===== src/hw/tpp_regs.vh =====
/*
 * Constants for the timer-based pulse-width pair: range codes, wrap
 * limits, rate field codes and reset values for both channels.
 * Assumes it is included by bare name from the design files under hw/.
 */
// Behaviour
// each channel runs an 8-bit counter with modulus 256, 64, 32 or 16
// range bits hi/lo: 00=256, 01=64 (0x3f), 10=32 (0x1f), 11=16 (0x0f)
// output goes low when counter equals the duty reference
// output forced high each time the counter reaches zero
// output high while counter below reference, low when at or above
// high fraction of a period equals reference divided by modulus
// software keeps counter and reference below 0xff when interrupts used
// overflow flag set once per period, rate follows selected modulus
// a counter write mid-period is compared at once
// duty reference is write-only; software writes it from a buffer copy
// reference writes act at once, possibly giving two highs in a period
// software should change reference only after overflow flag rises
// output-enable bit routes waveform to pin, replacing general I/O
// rate field 110 clocks counter at a quarter CPU rate; run bit starts
// pulse generation and overflow interrupt may be active together
// a second identical channel with its own range, reference and pin
// flag set whenever counter leaves 0xff, by write or while stopped
// reduced ranges wrap from modulus minus one to zero, as overflow
`ifndef TPP_REGS_VH
`define TPP_REGS_VH

// range select codes, {hi, lo}
`define TPP_RANGE_256     2'b00
`define TPP_RANGE_64      2'b01
`define TPP_RANGE_32      2'b10
`define TPP_RANGE_16      2'b11

// last count before the wrap for each range
`define TPP_TOP_256       8'hff
`define TPP_TOP_64        8'h3f
`define TPP_TOP_32        8'h1f
`define TPP_TOP_16        8'h0f

// counter value whose departure sets the overflow flag
`define TPP_CNT_FULL      8'hff

// rate field: divide is 256 >> field, so 110 gives a quarter rate
`define TPP_RATE_QUARTER  3'b110
`define TPP_RATE_MASK     8'hff

// reset values
`define TPP_CNT_RST       8'h00
`define TPP_REF_RST       8'h00
`define TPP_PRE_RST       8'h00

`endif


===== src/hw/tpp_top.v =====
/*
 * Timer-based pulse-width pair: two identical channels, each an 8-bit
 * counter with selectable modulus, a write-only duty reference, an
 * overflow flag with interrupt enable and a pin multiplexer that hands
 * the pin to the waveform or to general-purpose I/O.
 * Assumes every control input comes from CPU-side logic on MCLK, so no
 * input is synchronised. Write strobes are one-cycle pulses.
 */
`timescale 1ns/1ps
`default_nettype none
`include "tpp_regs.vh"

module tpp_top (
    // clock and reset
    input  wire       MCLK,
    input  wire       SRST,

    // channel 0 timer control
    input  wire       TIMER_RUN_CH0,
    input  wire [2:0] CLOCK_RATE_FIELD_CH0,
    input  wire       RANGE_SEL_HI_CH0,
    input  wire       RANGE_SEL_LO_CH0,
    input  wire       PULSE_PIN_ENABLE_CH0,
    input  wire       OVERFLOW_IRQ_ENABLE_CH0,
    // channel 0 software access
    input  wire       COUNT_WR_CH0,
    input  wire [7:0] COUNT_WDATA_CH0,
    input  wire       DUTY_WR_CH0,
    input  wire [7:0] DUTY_WDATA_CH0,
    input  wire       FLAG_CLR_CH0,
    // channel 0 general-purpose pin drive
    input  wire       GPIO_OUT_CH0,
    input  wire       GPIO_OE_CH0,
    // channel 0 status and pin
    output wire [7:0] COUNT_VALUE_CH0,
    output wire       OVERFLOW_FLAG_CH0,
    output wire       OVERFLOW_IRQ_CH0,
    output wire       PIN_OUT_CH0,
    output wire       PIN_OE_CH0,

    // channel 1 timer control
    input  wire       TIMER_RUN_CH1,
    input  wire [2:0] CLOCK_RATE_FIELD_CH1,
    input  wire       RANGE_SEL_HI_CH1,
    input  wire       RANGE_SEL_LO_CH1,
    input  wire       PULSE_PIN_ENABLE_CH1,
    input  wire       OVERFLOW_IRQ_ENABLE_CH1,
    // channel 1 software access
    input  wire       COUNT_WR_CH1,
    input  wire [7:0] COUNT_WDATA_CH1,
    input  wire       DUTY_WR_CH1,
    input  wire [7:0] DUTY_WDATA_CH1,
    input  wire       FLAG_CLR_CH1,
    // channel 1 general-purpose pin drive
    input  wire       GPIO_OUT_CH1,
    input  wire       GPIO_OE_CH1,
    // channel 1 status and pin
    output wire [7:0] COUNT_VALUE_CH1,
    output wire       OVERFLOW_FLAG_CH1,
    output wire       OVERFLOW_IRQ_CH1,
    output wire       PIN_OUT_CH1,
    output wire       PIN_OE_CH1
);

    localparam NCH = 2;

    // per-channel inputs gathered into vectors for the channel loop
    wire [NCH-1:0]   run_v    = {TIMER_RUN_CH1, TIMER_RUN_CH0};
    wire [3*NCH-1:0] rate_v   = {CLOCK_RATE_FIELD_CH1, CLOCK_RATE_FIELD_CH0};
    wire [NCH-1:0]   hi_v     = {RANGE_SEL_HI_CH1, RANGE_SEL_HI_CH0};
    wire [NCH-1:0]   lo_v     = {RANGE_SEL_LO_CH1, RANGE_SEL_LO_CH0};
    wire [NCH-1:0]   pen_v    = {PULSE_PIN_ENABLE_CH1, PULSE_PIN_ENABLE_CH0};
    wire [NCH-1:0]   ien_v    = {OVERFLOW_IRQ_ENABLE_CH1,
                                 OVERFLOW_IRQ_ENABLE_CH0};
    wire [NCH-1:0]   cwr_v    = {COUNT_WR_CH1, COUNT_WR_CH0};
    wire [8*NCH-1:0] cdat_v   = {COUNT_WDATA_CH1, COUNT_WDATA_CH0};
    wire [NCH-1:0]   rwr_v    = {DUTY_WR_CH1, DUTY_WR_CH0};
    wire [8*NCH-1:0] rdat_v   = {DUTY_WDATA_CH1, DUTY_WDATA_CH0};
    wire [NCH-1:0]   fclr_v   = {FLAG_CLR_CH1, FLAG_CLR_CH0};
    wire [NCH-1:0]   gout_v   = {GPIO_OUT_CH1, GPIO_OUT_CH0};
    wire [NCH-1:0]   goe_v    = {GPIO_OE_CH1, GPIO_OE_CH0};

    // per-channel register outputs
    wire [8*NCH-1:0] cnt_v;
    wire [NCH-1:0]   flag_v;
    wire [NCH-1:0]   irq_v;
    wire [NCH-1:0]   pout_v;
    wire [NCH-1:0]   poe_v;

    // both channels are the same logic on their own timer
    genvar i;
    generate
        for (i = 0; i < NCH; i = i + 1) begin : g_ch
            wire       tick;
            wire [7:0] top;
            reg  [7:0] cnt_q;
            reg  [7:0] cnt_d;
            reg  [7:0] ref_q;
            reg  [7:0] ref_d;
            reg        flag_q;
            reg        flag_d;
            reg        irq_q;
            reg        pout_q;
            reg        pout_d;
            reg        poe_q;
            reg        poe_d;
            reg        wrap;
            reg        leave_full;

            tpp_prescale u_pre (
                .clk  (MCLK),
                .srst (SRST),
                .run  (run_v[i]),
                .rate (rate_v[3*i +: 3]),
                .tick (tick)
            );

            tpp_period u_per (
                .range_hi (hi_v[i]),
                .range_lo (lo_v[i]),
                .top      (top)
            );

            // next count: a software write wins over a tick in the same cycle
            always @* begin
                wrap  = 1'b0;
                cnt_d = cnt_q;
                if (cwr_v[i]) begin
                    cnt_d = cdat_v[8*i +: 8];
                end else if (tick) begin
                    // counts left above the top after a range change
                    // also wrap, so a stray value cannot stall a period
                    if (cnt_q >= top) begin
                        cnt_d = `TPP_CNT_RST;
                        wrap  = 1'b1;
                    end else begin
                        cnt_d = cnt_q + 8'h01;
                    end
                end
            end

            // reference is write-only; takes effect on the next edge
            always @* begin
                ref_d = ref_q;
                if (rwr_v[i]) begin
                    ref_d = rdat_v[8*i +: 8];
                end
            end

            // overflow flag: a set in the clearing cycle wins
            always @* begin
                leave_full = (cnt_q == `TPP_CNT_FULL) &&
                             (cnt_d != `TPP_CNT_FULL);
                flag_d = wrap || leave_full ||
                         (flag_q && !fclr_v[i]);
            end

            // pin level follows the compare of the values now being stored,
            // so the pin has no lag behind the counter register
            always @* begin
                if (pen_v[i]) begin
                    // zero forces high and equality drops low; a zero
                    // reference therefore stays low all period
                    pout_d = (cnt_d < ref_d);
                    poe_d  = 1'b1;
                end else begin
                    pout_d = gout_v[i];
                    poe_d  = goe_v[i];
                end
            end

            // channel state registers
            always @(posedge MCLK) begin
                if (SRST) begin
                    cnt_q  <= `TPP_CNT_RST;
                    ref_q  <= `TPP_REF_RST;
                    flag_q <= 1'b0;
                    irq_q  <= 1'b0;
                    pout_q <= 1'b0;
                    poe_q  <= 1'b0;
                end else begin
                    cnt_q  <= cnt_d;
                    ref_q  <= ref_d;
                    flag_q <= flag_d;
                    irq_q  <= flag_d && ien_v[i];
                    pout_q <= pout_d;
                    poe_q  <= poe_d;
                end
            end

            assign cnt_v[8*i +: 8] = cnt_q;
            assign flag_v[i]       = flag_q;
            assign irq_v[i]        = irq_q;
            assign pout_v[i]       = pout_q;
            assign poe_v[i]        = poe_q;
        end
    endgenerate

    // channel 0 outputs
    assign COUNT_VALUE_CH0   = cnt_v[7:0];
    assign OVERFLOW_FLAG_CH0 = flag_v[0];
    assign OVERFLOW_IRQ_CH0  = irq_v[0];
    assign PIN_OUT_CH0       = pout_v[0];
    assign PIN_OE_CH0        = poe_v[0];

    // channel 1 outputs
    assign COUNT_VALUE_CH1   = cnt_v[15:8];
    assign OVERFLOW_FLAG_CH1 = flag_v[1];
    assign OVERFLOW_IRQ_CH1  = irq_v[1];
    assign PIN_OUT_CH1       = pout_v[1];
    assign PIN_OE_CH1        = poe_v[1];

endmodule
`default_nettype wire


===== src/hw/tpp_period.v =====
/*
 * Range decoder: turns the two range-select bits into the last count of
 * the period. Purely combinational; assumes the bits are synchronous.
 */
`timescale 1ns/1ps
`default_nettype none
`include "tpp_regs.vh"

module tpp_period (
    // range select
    input  wire       range_hi,
    input  wire       range_lo,
    // last count before the wrap
    output reg  [7:0] top
);

    // modulus decode
    always @* begin
        case ({range_hi, range_lo})
            `TPP_RANGE_256: top = `TPP_TOP_256;
            `TPP_RANGE_64:  top = `TPP_TOP_64;
            `TPP_RANGE_32:  top = `TPP_TOP_32;
            `TPP_RANGE_16:  top = `TPP_TOP_16;
            default:        top = `TPP_TOP_256;
        endcase
    end

endmodule
`default_nettype wire


===== src/hw/tpp_prescale.v =====
/*
 * Rate prescaler for one timer: gives a one-cycle count tick every
 * 256 >> rate cycles of the CPU clock while the run bit is set.
 * Assumes rate and run come from logic on the same clock.
 */
`timescale 1ns/1ps
`default_nettype none
`include "tpp_regs.vh"

module tpp_prescale (
    // clock and reset
    input  wire       clk,
    input  wire       srst,
    // control
    input  wire       run,
    input  wire [2:0] rate,
    // one-cycle count tick
    output reg        tick
);

    reg  [7:0] pre_q;
    wire [7:0] mask = `TPP_RATE_MASK >> rate;
    wire       hit  = (pre_q & mask) == mask;

    // held at zero while stopped so the first period after start is whole
    always @(posedge clk) begin
        if (srst || !run) begin
            pre_q <= `TPP_PRE_RST;
            tick  <= 1'b0;
        end else begin
            pre_q <= pre_q + 8'h01;
            tick  <= hit;
        end
    end

endmodule
`default_nettype wire


===== config.mk =====
export PLATFORM = sky130hd
export DESIGN_NAME = tpp_top
export DESIGN_NICKNAME = d
export VERILOG_FILES = /design/src/hw/tpp_top.v /design/src/hw/tpp_period.v /design/src/hw/tpp_prescale.v
export VERILOG_INCLUDE_DIRS = /design/src /design/src/hw
export SDC_FILE = /design/constraint.sdc
export NUM_CORES = 1
export LEC_CHECK = 0
export BUFFER_PORTS_ARGS = -buffer_cell sky130_fd_sc_hd__buf_4
export CORE_MARGIN = 4
export CORE_UTILIZATION = 45
export CTS_CLUSTER_SIZE = 16
export DETAILED_ROUTE_END_ITERATION = 10
export PLACE_DENSITY_LB_ADDON = 0.15
export SETUP_SLACK_MARGIN = 0.4
export SKIP_LAST_GASP = 1
export SYNTH_ARGS = -nofsm -noshare
export SYNTH_HDL_FRONTEND = slang
export SYNTH_SLANG_ARGS = --single-unit

===== constraint.sdc =====
create_clock -name MCLK -period 3.45 [get_ports MCLK]
set_input_delay 0.1725 -clock MCLK [delete_from_list [all_inputs] [get_ports MCLK]]
set_output_delay 0.1725 -clock MCLK [all_outputs]
set_load 0.02 [all_outputs]

==> results of run 1 <==
## worst paths after layout
check / slack, ns / to / from / cells after the start
worst min register to register: 0.47 / g_ch[1].u_pre.pre_q[0] / g_ch[1].u_pre.pre_q[0] / 1
worst max register to register: 0.66 / PIN_OUT_CH1 / COUNT_VALUE_CH1[0] / 13
worst min-delay path: 0.05 / PIN_OE_CH1 / GPIO_OE_CH1 / 3
worst max-delay path: 0.66 / PIN_OUT_CH1 / COUNT_VALUE_CH1[0] / 13
## metrics by stage
| stage | utilization (%) | setup slack [ns] |
|---|---|---|
| detailed placement | 55.1 | 0.485 |
| floorplan | - | 0.816 |
| finish | 57.8 | 0.664 |
| CTS | 57.6 | 0.632 |
| global placement | 55.1 | 0.562 |
| global route | 57.8 | 0.400 |
## synthesized netlist by cell type (all sizes together), types with 3 or more instances
cell type  count
dfxtp         58
nor2          48
nand2         29
ha            26
a21oi         20
o21ai         20
mux2i         17
nor2b         17
nand3         13
xor2          13
clkbuf        11
inv           10
nand4          9
buf            7
xnor2          7
nand2b         6
o31ai          6
a211oi         5
nor3           5
o21a           5
or2            4
a21o           3
a31oi          3
and3           3
nor4           3
o211ai         3
or3            3
## kinds of logic after synthesis
| family | count (synthesis) |
|---|---|
| and+or+nand+nor | 153 |
| AOI/OAI and AO/OA | 80 |
| DFF | 58 |
| buffers and inverters | 28 |
| adders and majority gates | 26 |
| xor gates and xnor gates | 20 |
| muxes | 17 |
## area by class of cell
cell class                 count  area (um2)  area share [%]
inverter                      10        37.5           0.901
sequential                    58        1160            27.9
timing repair buffer          83         623            15.0
multi-input combinational    296        2040            48.9
tap                           99         124            2.97
clock inverter                 3        40.0           0.961
clock buffer                  12         145            3.48
## layout by cell type, fill, tap and decap left out, types with 4 or more instances in the layout
cell	count
sky130_fd_sc_hd__a211oi_1	5
sky130_fd_sc_hd__a21oi_1	19
sky130_fd_sc_hd__buf_4	83
sky130_fd_sc_hd__clkbuf_8	10
sky130_fd_sc_hd__dfxtp_1	58
sky130_fd_sc_hd__ha_1	25
sky130_fd_sc_hd__inv_1	10
sky130_fd_sc_hd__mux2i_1	17
sky130_fd_sc_hd__nand2_1	29
sky130_fd_sc_hd__nand2b_1	6
sky130_fd_sc_hd__nand3_1	11
sky130_fd_sc_hd__nand4_1	9
sky130_fd_sc_hd__nor2_1	47
sky130_fd_sc_hd__nor2b_1	17
sky130_fd_sc_hd__nor3_1	4
sky130_fd_sc_hd__o21a_1	4
sky130_fd_sc_hd__o21ai_0	17
sky130_fd_sc_hd__o31ai_1	5
sky130_fd_sc_hd__xnor2_1	7
sky130_fd_sc_hd__xor2_1	13
## sequential cells by signal (all words and copies together), names as in the netlist, 2 cells and up
name	cells
g_ch.ref_q	16
g_ch.u_pre.pre_q	16
COUNT_VALUE_CH0	8
COUNT_VALUE_CH1	8
g_ch.u_pre.tick	2
## power by group through the flow
stage / Clock [uW] / Combinational (uW) / Sequential [uW]
floorplan: 0 / 153 / 749
global placement: 0 / 272 / 739
detailed placement: 0 / 277 / 740
CTS: 614 / 278 / 725
global route: 646 / 312 / 729
finish: 593 / 277 / 725
## repair_timing
action | CTS | global route
hold buffers | 0 | 0
setup buffers | 0 | 0
resized for setup | 0 | 2
setup endpoints to repair | 0 | 1
## metal layers
layer	part of all wire [%]	up-vias	track usage [%]	wire, um
met3	4.9	7	3.45	380
li1	-	1521	-	-
met1	49	1320	24.8	3800
met5	0	-	0	0
met2	45	63	28.4	3460
met4	1.5	0	7.58	113
## worst reg2reg max path: cells and delay by family, from the launching register on
kind                       cells  cell delay [ns]
AOI/OAI and AO/OA              8             1.23
and+or+nand+nor                3             0.40
adders and majority gates      2             0.59
DFF                            1             0.44
==> results.sh, run 1 <==
export IMPL_slew_viol_final=0
export IMPL_fin_cells=561
export IMPL_yosys_area_share_xor_xnor_pct=5.27
export IMPL_critPathSlowestCell="sky130_fd_sc_hd__dfxtp_1"
export IMPL_die_height_um=94.0
export IMPL_critPathArrivalTime_ns=3.00
export IMPL_slew_limit_headroom_pct=70.7
export IMPL_rsz0062_at_grt="no"
export IMPL_synth_compound_gate_area_share_pct=16.5
export IMPL_crit_family="compound AO/OA/AOI/OAI gates"
export IMPL_status="finished clean"
export IMPL_synth_async_reset_ratio_pct=0
export IMPL_p_total_uw=1600
export IMPL_place_detailed_hpwl_um=6010
export IMPL_netSwitchingFraction_pct=25.9
export IMPL_area_growth_syn_to_layout_pct=25.3
export IMPL_final_min_clock_period_ns=2.79
export IMPL_grt_antenna_before_repair=0
export IMPL_synth_ff_type="sky130_fd_sc_hd__dfxtp_1"
export IMPL_finalSetupTns_ns=0
export IMPL_worstMarginPinSlew_ns=0.439
export IMPL_synthSimpleGateAreaFrac_pct=24.4
export IMPL_ys_seq_area_share_pct=34.9
export IMPL_ctsHtreeMaxLevel=3
export IMPL_io_pins=84
export IMPL_global_route_usage_total_pct=18.3
export IMPL_synth_mux_area_fraction_pct=5.12
export IMPL_final_setup_viol_count=0
export IMPL_vias=2911
export IMPL_portion_of_synthesized_cell_area_occupied_by_the_leading_cell_type_pct=34.9
export IMPL_clkSlewWorstSetupHoldPaths_ns=0.06
export IMPL_final_setup_skew_ns=0.00655
export IMPL_cts_root_to_sink_buffers=2
export IMPL_total_iterations_of_the_first_detailed_routing_run=4
export IMPL_net_switching_power_uw=414
export IMPL_p_int_uw=1180
export IMPL_clkPwrFrac_pct=37.2
export IMPL_clock_tree_from_tritoncts="yes"
export IMPL_maxCapViolCount=0
export IMPL_worst_hold_slack_ns=0.0491
export IMPL_vdd_ir_drop_worst_uv=201
export IMPL_startpoint_types="register"
export IMPL_post_route_drc_count=0
export IMPL_flip_flop_and_latch_count_after_synthesis=58
export IMPL_clk_insertion_delay_late_ns=0.33
export IMPL_syn_num_nets=468
export IMPL_path_max_fanout=6
export IMPL_detail_route_vias_per_cell=5.19
export IMPL_leakage_uw=0.00177
export IMPL_synth_edf_count=0
export IMPL_drt_wirelength_per_cell_um=13.8
export IMPL_clock_tree_root_cell="sky130_fd_sc_hd__clkbuf_8"
export IMPL_drive_above_1_share_pct=25.1
export IMPL_yosysUniqueCellTypes=61
export IMPL_route_antenna_remaining_nets=0
export IMPL_synth_top_cells_by_area="sky130_fd_sc_hd__dfxtp_1 35%, sky130_fd_sc_hd__ha_1 9.8%, sky130_fd_sc_hd__nor2_1 5.3%"
export IMPL_clock_sinks=58
export IMPL_drtIter0Drc=119
export IMPL_buffer_ports_inserted=83
export IMPL_hold_path_class="input port to register"
export IMPL_wire_length_of_the_first_global_routing_pass_um=12900
export IMPL_power_frac_comb_pct=17.4
export IMPL_post_synth_instance_area_mm2=0.00332
export IMPL_cp_cell_instances="ha_2 -> nand4_1 -> a21oi_2 -> or2_1 -> a2bb2oi_1 -> o21ai_1 -> ha_1 -> o21ai_0 -> nand2b_1 -> a21oi_1 -> a211oi_1 -> a21bo_1 -> a22o_1"
export IMPL_power_density_mw_per_mm2=383
export IMPL_num_antenna_cells=0
export IMPL_timing_critical_path_required_ns=3.67
export IMPL_yosys_warnings=0
export IMPL_hold_viol=0
export IMPL_number_of_buffers_created_by_cts=9
export IMPL_drt_total_wl_um=7760
export IMPL_design_die_area_mm2=0.00883
export IMPL_max_stage_delay_ns=0.44
export IMPL_floorplan_rows=31
export IMPL_power_sequential_fraction_pct=45.5
export IMPL_critical_path_buf_inv_count=0
export IMPL_synth_top_family_by_area="simple AND/OR/NAND/NOR gates"
export IMPL_design_area_mm2=0.00417
export IMPL_first_global_vias=2828
export IMPL_initial_utilization_pct=46.1
export IMPL_synthAdderAreaFrac_pct=9.79
export IMPL_grt_max_degree=44
export IMPL_timing_setup_critical_path_class="register to register"
export IMPL_fmax_ghz=0.359
export IMPL_grt_overflow=0
export IMPL_final_estimated_routing_congestion_in_global_placement=0.865
export IMPL_critical_path_endpoint_type="register"
export IMPL_die_w_um=94.0
export IMPL_period_share_pct=80.8
export IMPL_synthDominantAreaCellType="sky130_fd_sc_hd__dfxtp_1"
export IMPL_postSynthAreaPerCell_um2=8.70
export IMPL_placement_cell_area_mm2=0.00397
export IMPL_layout_filler_cells=691
export IMPL_postSynthCellCount=382
export IMPL_core_mm2=0.00721
export IMPL_finalNetCount=544
export IMPL_post_place_cells=546
Power figures use the tool's default switching activity.
==> inputs of run 2 (changes only) <==
Clock period 3.45 ns to 2.4 ns, I/O delays scaled along.
==> run 2 against run 1 <==
Effect of this change:
- the flow now finishes with violations (setup timing)
- count of clock-buffer cells in the layout is the same
- sequential share of layout area shrank 2.7 points
- sequential power grew 42%
- global-route usage grew 0.47 points
- highest routed layer unchanged
- largest power group unchanged
==> results.sh, run 2 (synthesized netlist as in run 1, its figures left out) <==
export IMPL_clkSlewWorstSetupHoldPaths_ns=0.07
export IMPL_drt_total_wl_um=8310
export IMPL_layout_commonest_cell="sky130_fd_sc_hd__buf_4"
export IMPL_global_route_usage_total_pct=18.8
export IMPL_final_seq_area_mm2=0.00120
export IMPL_grt_max_degree=44
export IMPL_buffer_ports_inserted=83
export IMPL_worstMarginPinSlew_ns=0.426
export IMPL_post_route_drc_count=0
export IMPL_fin_cells=596
export IMPL_final_estimated_routing_congestion_in_global_placement=0.931
export IMPL_finish_utilization_pct=66.2
export IMPL_ff2ff_path_depth=13
export IMPL_whs_path_depth=2
export IMPL_hold_viol=0
export IMPL_net_switching_power_uw=659
export IMPL_maxCapViolCount=0
export IMPL_slew_viol_final=0
export IMPL_power_frac_comb_pct=20.8
export IMPL_netSwitchingFraction_pct=26.4
export IMPL_first_global_vias=2917
export IMPL_drt_wirelength_per_cell_um=13.9
export IMPL_clk_insertion_delay_late_ns=0.32
export IMPL_number_of_buffers_created_by_cts=9
export IMPL_die_w_um=94.0
export IMPL_leakage_uw=0.00201
export IMPL_total_iterations_of_the_first_detailed_routing_run=4
export IMPL_num_antenna_cells=0
export IMPL_internal_reg_to_reg_setup_slack_ns=-0.16
export IMPL_r2r_start="COUNT_VALUE_CH1[4]"
export IMPL_wire_length_of_the_first_global_routing_pass_um=13200
export IMPL_violations="setup timing"
export IMPL_r2r_end="PIN_OUT_CH1"
export IMPL_floorplan_rows=31
export IMPL_timing_setup_critical_path_class="register to register"
export IMPL_final_min_clock_period_ns=2.56
export IMPL_clock_tree_from_tritoncts="yes"
export IMPL_path_max_fanout=4
export IMPL_core_mm2=0.00721
export IMPL_hold_path_class="input port to register"
export IMPL_design_die_area_mm2=0.00883
export IMPL_worst_hold_slack_ns=0.0138
export IMPL_power_density_mw_per_mm2=523
export IMPL_critical_path_endpoint_type="register"
export IMPL_p_int_uw=1840
export IMPL_area_growth_syn_to_layout_pct=43.6
export IMPL_place_detailed_hpwl_um=6510
export IMPL_rsz0062_at_grt="yes"
export IMPL_layout_filler_cells=624
export IMPL_startpoint_types="register"
export IMPL_power_sequential_fraction_pct=41.4
export IMPL_final_setup_viol_count=1
export IMPL_final_setup_skew_ns=0.00747
export IMPL_route_antenna_remaining_nets=0
export IMPL_worst_hold_path_endpoint="PIN_OUT_CH1"
export IMPL_hp_start="GPIO_OUT_CH1"
export IMPL_detail_route_vias_per_cell=5.20
export IMPL_clkPwrFrac_pct=37.8
export IMPL_status="complete, but fails checks"
export IMPL_clock_sinks=58
export IMPL_slew_limit_headroom_pct=71.6
export IMPL_initial_utilization_pct=46.1
export IMPL_cts_root_to_sink_buffers=2
export IMPL_vias=3102
export IMPL_drive_above_1_share_pct=39.2
export IMPL_timing_critical_path_required_ns=2.62
export IMPL_post_place_cells=571
export IMPL_clock_tree_root_cell="sky130_fd_sc_hd__clkbuf_8"
export IMPL_critPathArrivalTime_ns=2.77
export IMPL_most_common_layout_cells="115 x sky130_fd_sc_hd__buf_4, 46 x sky130_fd_sc_hd__nor2_1, 43 x sky130_fd_sc_hd__dfxtp_1, 27 x sky130_fd_sc_hd__nand2_1"
export IMPL_area_of_the_multi_input_gates_mm2=0.00231
export IMPL_setup_ws_ns=-0.156
export IMPL_grt_overflow=0
export IMPL_die_height_um=94.0
export IMPL_vdd_ir_drop_worst_uv=436
export IMPL_finalNetCount=578
export IMPL_finalSetupTns_ns=-0.156
export IMPL_period_share_pct=107
export IMPL_io_pins=84
export IMPL_largestRegisters="g_ch.ref_q (16), g_ch.u_pre.pre_q (16)"
export IMPL_fmax_ghz=0.391
export IMPL_grt_antenna_before_repair=0
export IMPL_ctsHtreeMaxLevel=3
export IMPL_drtIter0Drc=83
[run 2: changes by cell type in the layout (fill, tap and decap cells not counted), moves of 3 or more]
cell / before / now
sky130_fd_sc_hd__or2_4: 0 / 3
sky130_fd_sc_hd__dfxtp_4: 0 / 9
sky130_fd_sc_hd__dfxtp_1: 58 / 43
sky130_fd_sc_hd__o21ai_0: 17 / 12
sky130_fd_sc_hd__o21ai_2: 0 / 5
sky130_fd_sc_hd__ha_4: 0 / 10
sky130_fd_sc_hd__dfxtp_2: 0 / 6
sky130_fd_sc_hd__buf_4: 83 / 115
sky130_fd_sc_hd__a21oi_1: 19 / 15
sky130_fd_sc_hd__ha_1: 25 / 15
[run 2: critical path, stage by stage, from the launching register on]
cell,delay (ns)
sky130_fd_sc_hd__dfxtp_4,0.35
sky130_fd_sc_hd__ha_4,0.24
sky130_fd_sc_hd__nand4_1,0.08
sky130_fd_sc_hd__a21oi_2,0.23
sky130_fd_sc_hd__or2_4,0.17
sky130_fd_sc_hd__a2bb2oi_2,0.15
sky130_fd_sc_hd__o21ai_2,0.10
sky130_fd_sc_hd__ha_2,0.31
sky130_fd_sc_hd__o21ai_1,0.07
sky130_fd_sc_hd__nand2b_1,0.08
sky130_fd_sc_hd__a21oi_1,0.06
sky130_fd_sc_hd__a211oi_1,0.18
sky130_fd_sc_hd__a21bo_1,0.22
sky130_fd_sc_hd__a22o_1,0.19
[run 2: how the worst max path moves through the flow]
stage / cells past startpoint / from / end
after floorplan: 13 / COUNT_VALUE_CH1[5] / PIN_OUT_CH1
after global placement: 15 / RANGE_SEL_HI_CH1 / PIN_OUT_CH1
after detailed placement: 15 / RANGE_SEL_HI_CH1 / PIN_OUT_CH1
after CTS: 13 / COUNT_VALUE_CH1[4] / PIN_OUT_CH1
after global routing: 13 / COUNT_VALUE_CH1[4] / PIN_OUT_CH1
final: 13 / COUNT_VALUE_CH1[4] / PIN_OUT_CH1
[run 2: power groups by stage]
stage | sequential, uW | clock (uW) | combinational, uW
after floorplan | 1080 | 0 | 250
after global placement | 1060 | 0 | 466
after detailed placement | 1060 | 0 | 478
after CTS | 1030 | 963 | 500
after global routing | 1040 | 1010 | 572
final | 1030 | 943 | 519
[run 2: area by class of cell]
| cell class | count | area share [%] |
|---|---|---|
| well taps | 99 | 2.60 |
| repair buffers | 117 | 18.5 |
| clock inverters | 4 | 0.970 |
| clock buffers | 12 | 3.49 |
| multi-input cells | 296 | 48.5 |
| flip-flops and latches | 58 | 25.2 |
| inverters | 10 | 0.786 |
[run 2: metal layers]
metal / track usage [%] / wire [um]
met2: 30.1 / 3970
met1: 24.1 / 3730
met5: 0 / 0
met4: 7.58 / 137
met3: 4.57 / 478
[run 2: timing repair]
item                                    4_1_cts  5_1_grt
hold endpoints to repair                      2        0
setup buffers                                 3        4
resized for setup                            14       12
hold buffers                                  2        0
endpoints found under the setup margin        3        6
pin swaps                                     9       20
[run 2: per-stage QoR]
stage	setup WS (ns)	power, uW	instance area [um2]
after detailed placement	-0.359	1540	4370
final	-0.156	2500	4770
after global placement	-0.263	1520	4370
after global routing	-0.327	2620	4770
after floorplan	-0.0935	1330	3530
after CTS	-0.126	2500	4670
==> inputs of run 3 (changes only) <==
Settings changed: PLACE_DENSITY from default to 0.79, PLACE_DENSITY_LB_ADDON 0.15 to default.
==> run 3 against run 2 <==
Effect of this change:
- the flow still finishes with violations (setup timing)
- worst setup slack improved by 0.0074 ns
- via count rose by 4.9%
- wire length is 10% higher
- total power is 5.1% higher
- non-clock buffer count is 4 higher
- first-iteration DRC count is 8.4% higher
- combinational power rose by 4%
- global-route usage is 1.5 points higher
- critical path depth stayed put
- critical endpoint unchanged
- largest power group is now clock
- highest routed layer unchanged
==> results.sh, run 3 (synthesized netlist as in run 1, its figures left out) <==
export IMPL_met1_usage_pct=25.1
export IMPL_hold_path_class="input port to register"
export IMPL_drtIter0Drc=90
export IMPL_hold_viol=0
export IMPL_clk_insertion_delay_late_ns=0.34
export IMPL_die_w_um=94.0
export IMPL_finish_utilization_pct=67.8
export IMPL_finalSetupTns_ns=-0.149
export IMPL_internal_reg_to_reg_setup_slack_ns=-0.15
export IMPL_grt_most_used_layer="met2"
export IMPL_cts_root_to_sink_buffers=2
export IMPL_path_max_fanout=4
export IMPL_rsz0062_at_grt="yes"
export IMPL_most_common_layout_cells="118 x sky130_fd_sc_hd__buf_4, 45 x sky130_fd_sc_hd__nor2_1, 43 x sky130_fd_sc_hd__dfxtp_1, 27 x sky130_fd_sc_hd__nand2_1, 17 x sky130_fd_sc_hd__nor2b_1"
export IMPL_violations="setup timing"
export IMPL_clock_sinks=58
export IMPL_design_die_area_mm2=0.00883
export IMPL_global_route_usage_total_pct=20.3
export IMPL_worst_hold_slack_ns=0.0369
export IMPL_ctsHtreeMaxLevel=3
export IMPL_r2r_end="PIN_OUT_CH1"
export IMPL_leakage_uw=0.00204
export IMPL_critical_path_destination="PIN_OUT_CH1"
export IMPL_setup_ws_ns=-0.149
export IMPL_final_estimated_routing_congestion_in_global_placement=0.900
export IMPL_first_global_vias=3126
export IMPL_grt_max_degree=44
export IMPL_critical_path_endpoint_type="register"
export IMPL_timing_critical_path_from="COUNT_VALUE_CH1[4]"
export IMPL_clock_tree_from_tritoncts="yes"
export IMPL_total_iterations_of_the_first_detailed_routing_run=4
export IMPL_grt_antenna_before_repair=0
export IMPL_timing_setup_critical_path_class="register to register"
export IMPL_vias=3254
export IMPL_die_height_um=94.0
export IMPL_final_setup_skew_ns=0.00692
export IMPL_slew_viol_final=0
export IMPL_vdd_ir_drop_worst_uv=365
export IMPL_area_growth_syn_to_layout_pct=47.2
export IMPL_layout_filler_cells=596
export IMPL_grt_overflow=0
export IMPL_buffer_ports_inserted=83
export IMPL_ff2ff_path_depth=13
export IMPL_detail_route_vias_per_cell=5.42
export IMPL_area_of_the_multi_input_gates_mm2=0.00237
export IMPL_use_met3_pct=4.73
export IMPL_critPathArrivalTime_ns=2.78
export IMPL_final_seq_area_mm2=0.00120
export IMPL_slew_limit_headroom_pct=72.0
export IMPL_io_pins=84
export IMPL_initial_utilization_pct=46.1
export IMPL_clock_tree_root_cell="sky130_fd_sc_hd__clkbuf_8"
export IMPL_final_setup_viol_count=1
export IMPL_timing_critical_path_required_ns=2.63
export IMPL_maxCapViolCount=0
export IMPL_drive_above_1_share_pct=42.1
export IMPL_final_min_clock_period_ns=2.55
export IMPL_wire_length_of_the_first_global_routing_pass_um=14200
export IMPL_worstMarginPinSlew_ns=0.408
export IMPL_core_mm2=0.00721
export IMPL_hp_start="GPIO_OE_CH1"
export IMPL_post_route_drc_count=0
export IMPL_floorplan_rows=31
export IMPL_layout_commonest_cell="sky130_fd_sc_hd__buf_4"
export IMPL_num_antenna_cells=0
export IMPL_power_density_mw_per_mm2=536
export IMPL_period_share_pct=106
export IMPL_route_antenna_remaining_nets=0
export IMPL_finalNetCount=582
export IMPL_drt_total_wl_um=9150
export IMPL_dp_worst_setup_slack_ns=-0.375
export IMPL_fmax_ghz=0.392
export IMPL_number_of_buffers_created_by_cts=9
export IMPL_drt_wirelength_per_cell_um=15.2
export IMPL_largestRegisters="g_ch.ref_q (16), g_ch.u_pre.pre_q (16)"
export IMPL_place_detailed_hpwl_um=6840
export IMPL_globalRouteMet2Util_pct=34.1
export IMPL_status="complete, but fails checks"
export IMPL_r2r_start="COUNT_VALUE_CH1[4]"
export IMPL_startpoint_types="register"
export IMPL_clkSlewWorstSetupHoldPaths_ns=0.07
## run 3: cell count changes in the layout (fill, tap and decap cells not counted), moves of 2 or more
cell	before	now
sky130_fd_sc_hd__a21oi_2	3	6
sky130_fd_sc_hd__buf_4	115	118
sky130_fd_sc_hd__clkbuf_16	1	4
sky130_fd_sc_hd__ha_1	15	12
sky130_fd_sc_hd__a21oi_4	2	0
sky130_fd_sc_hd__ha_4	10	12
## run 3: routing by layer
| metal | up-vias | wire [um] |
|---|---|---|
| li1 | 1587 | - |
| met1 | 1557 | 3860 |
| met2 | 94 | 4600 |
| met3 | 16 | 517 |
| met4 | 0 | 166 |
| met5 | - | 0 |
## run 3: layout make-up
| class | instances | share of cell area (%) |
|---|---|---|
| tap | 99 | 2.53 |
| clock buffer | 15 | 4.93 |
| multi-input combinational | 296 | 48.4 |
| sequential | 58 | 24.6 |
| timing repair buffer | 121 | 18.7 |
| clock inverter | 1 | 0.102 |
| inverter | 10 | 0.767 |
## run 3: how the worst min path moves through the flow
stage                  to  slack [ns]  cells after the start
2_1_floorplan  PIN_OE_CH0        0.24                      2
3_3_place_gp   PIN_OE_CH0        0.33                      3
3_5_place_dp   PIN_OE_CH0        0.34                      3
4_1_cts        PIN_OE_CH0        0.02                      3
5_1_grt        PIN_OE_CH1        0.03                      3
6_report       PIN_OE_CH1        0.04                      3
## run 3: power by group
part | internal (uW) | switching, uW
clock | 654 | 393
combinational | 277 | 260
sequential | 1000 | 37.2
## run 3: stage by stage
step	instances	power (uW)	cell area, um2
floorplan	382	1330	3530
global placement	568	1510	4350
detailed placement	568	1530	4350
CTS	592	2590	4690
global route	600	2750	4890
finish	600	2620	4890
## run 3: what timing repair did
| item | in CTS | in global routing |
|---|---|---|
| endpoints found under the hold margin | 2 | 0 |
| buffers inserted | 6 | 8 |
| resized for setup | 9 | 29 |
| pin swaps | 14 | 22 |
| hold buffers | 2 | 0 |
| endpoints found under the setup margin | 5 | 6 |
## run 3: worst max-delay path: stages (launching register included)
cell and delay (ns):
sky130_fd_sc_hd__dfxtp_4 0.35, sky130_fd_sc_hd__ha_4 0.26, sky130_fd_sc_hd__nand4_1 0.09, sky130_fd_sc_hd__a21oi_2 0.24, sky130_fd_sc_hd__or2_4 0.19, sky130_fd_sc_hd__a2bb2oi_2 0.15, sky130_fd_sc_hd__o21ai_2 0.10, sky130_fd_sc_hd__ha_4 0.27
sky130_fd_sc_hd__o21ai_2 0.05, sky130_fd_sc_hd__nand2b_1 0.08, sky130_fd_sc_hd__a21oi_2 0.06, sky130_fd_sc_hd__a211oi_2 0.17, sky130_fd_sc_hd__a21bo_1 0.21, sky130_fd_sc_hd__a22o_1 0.22
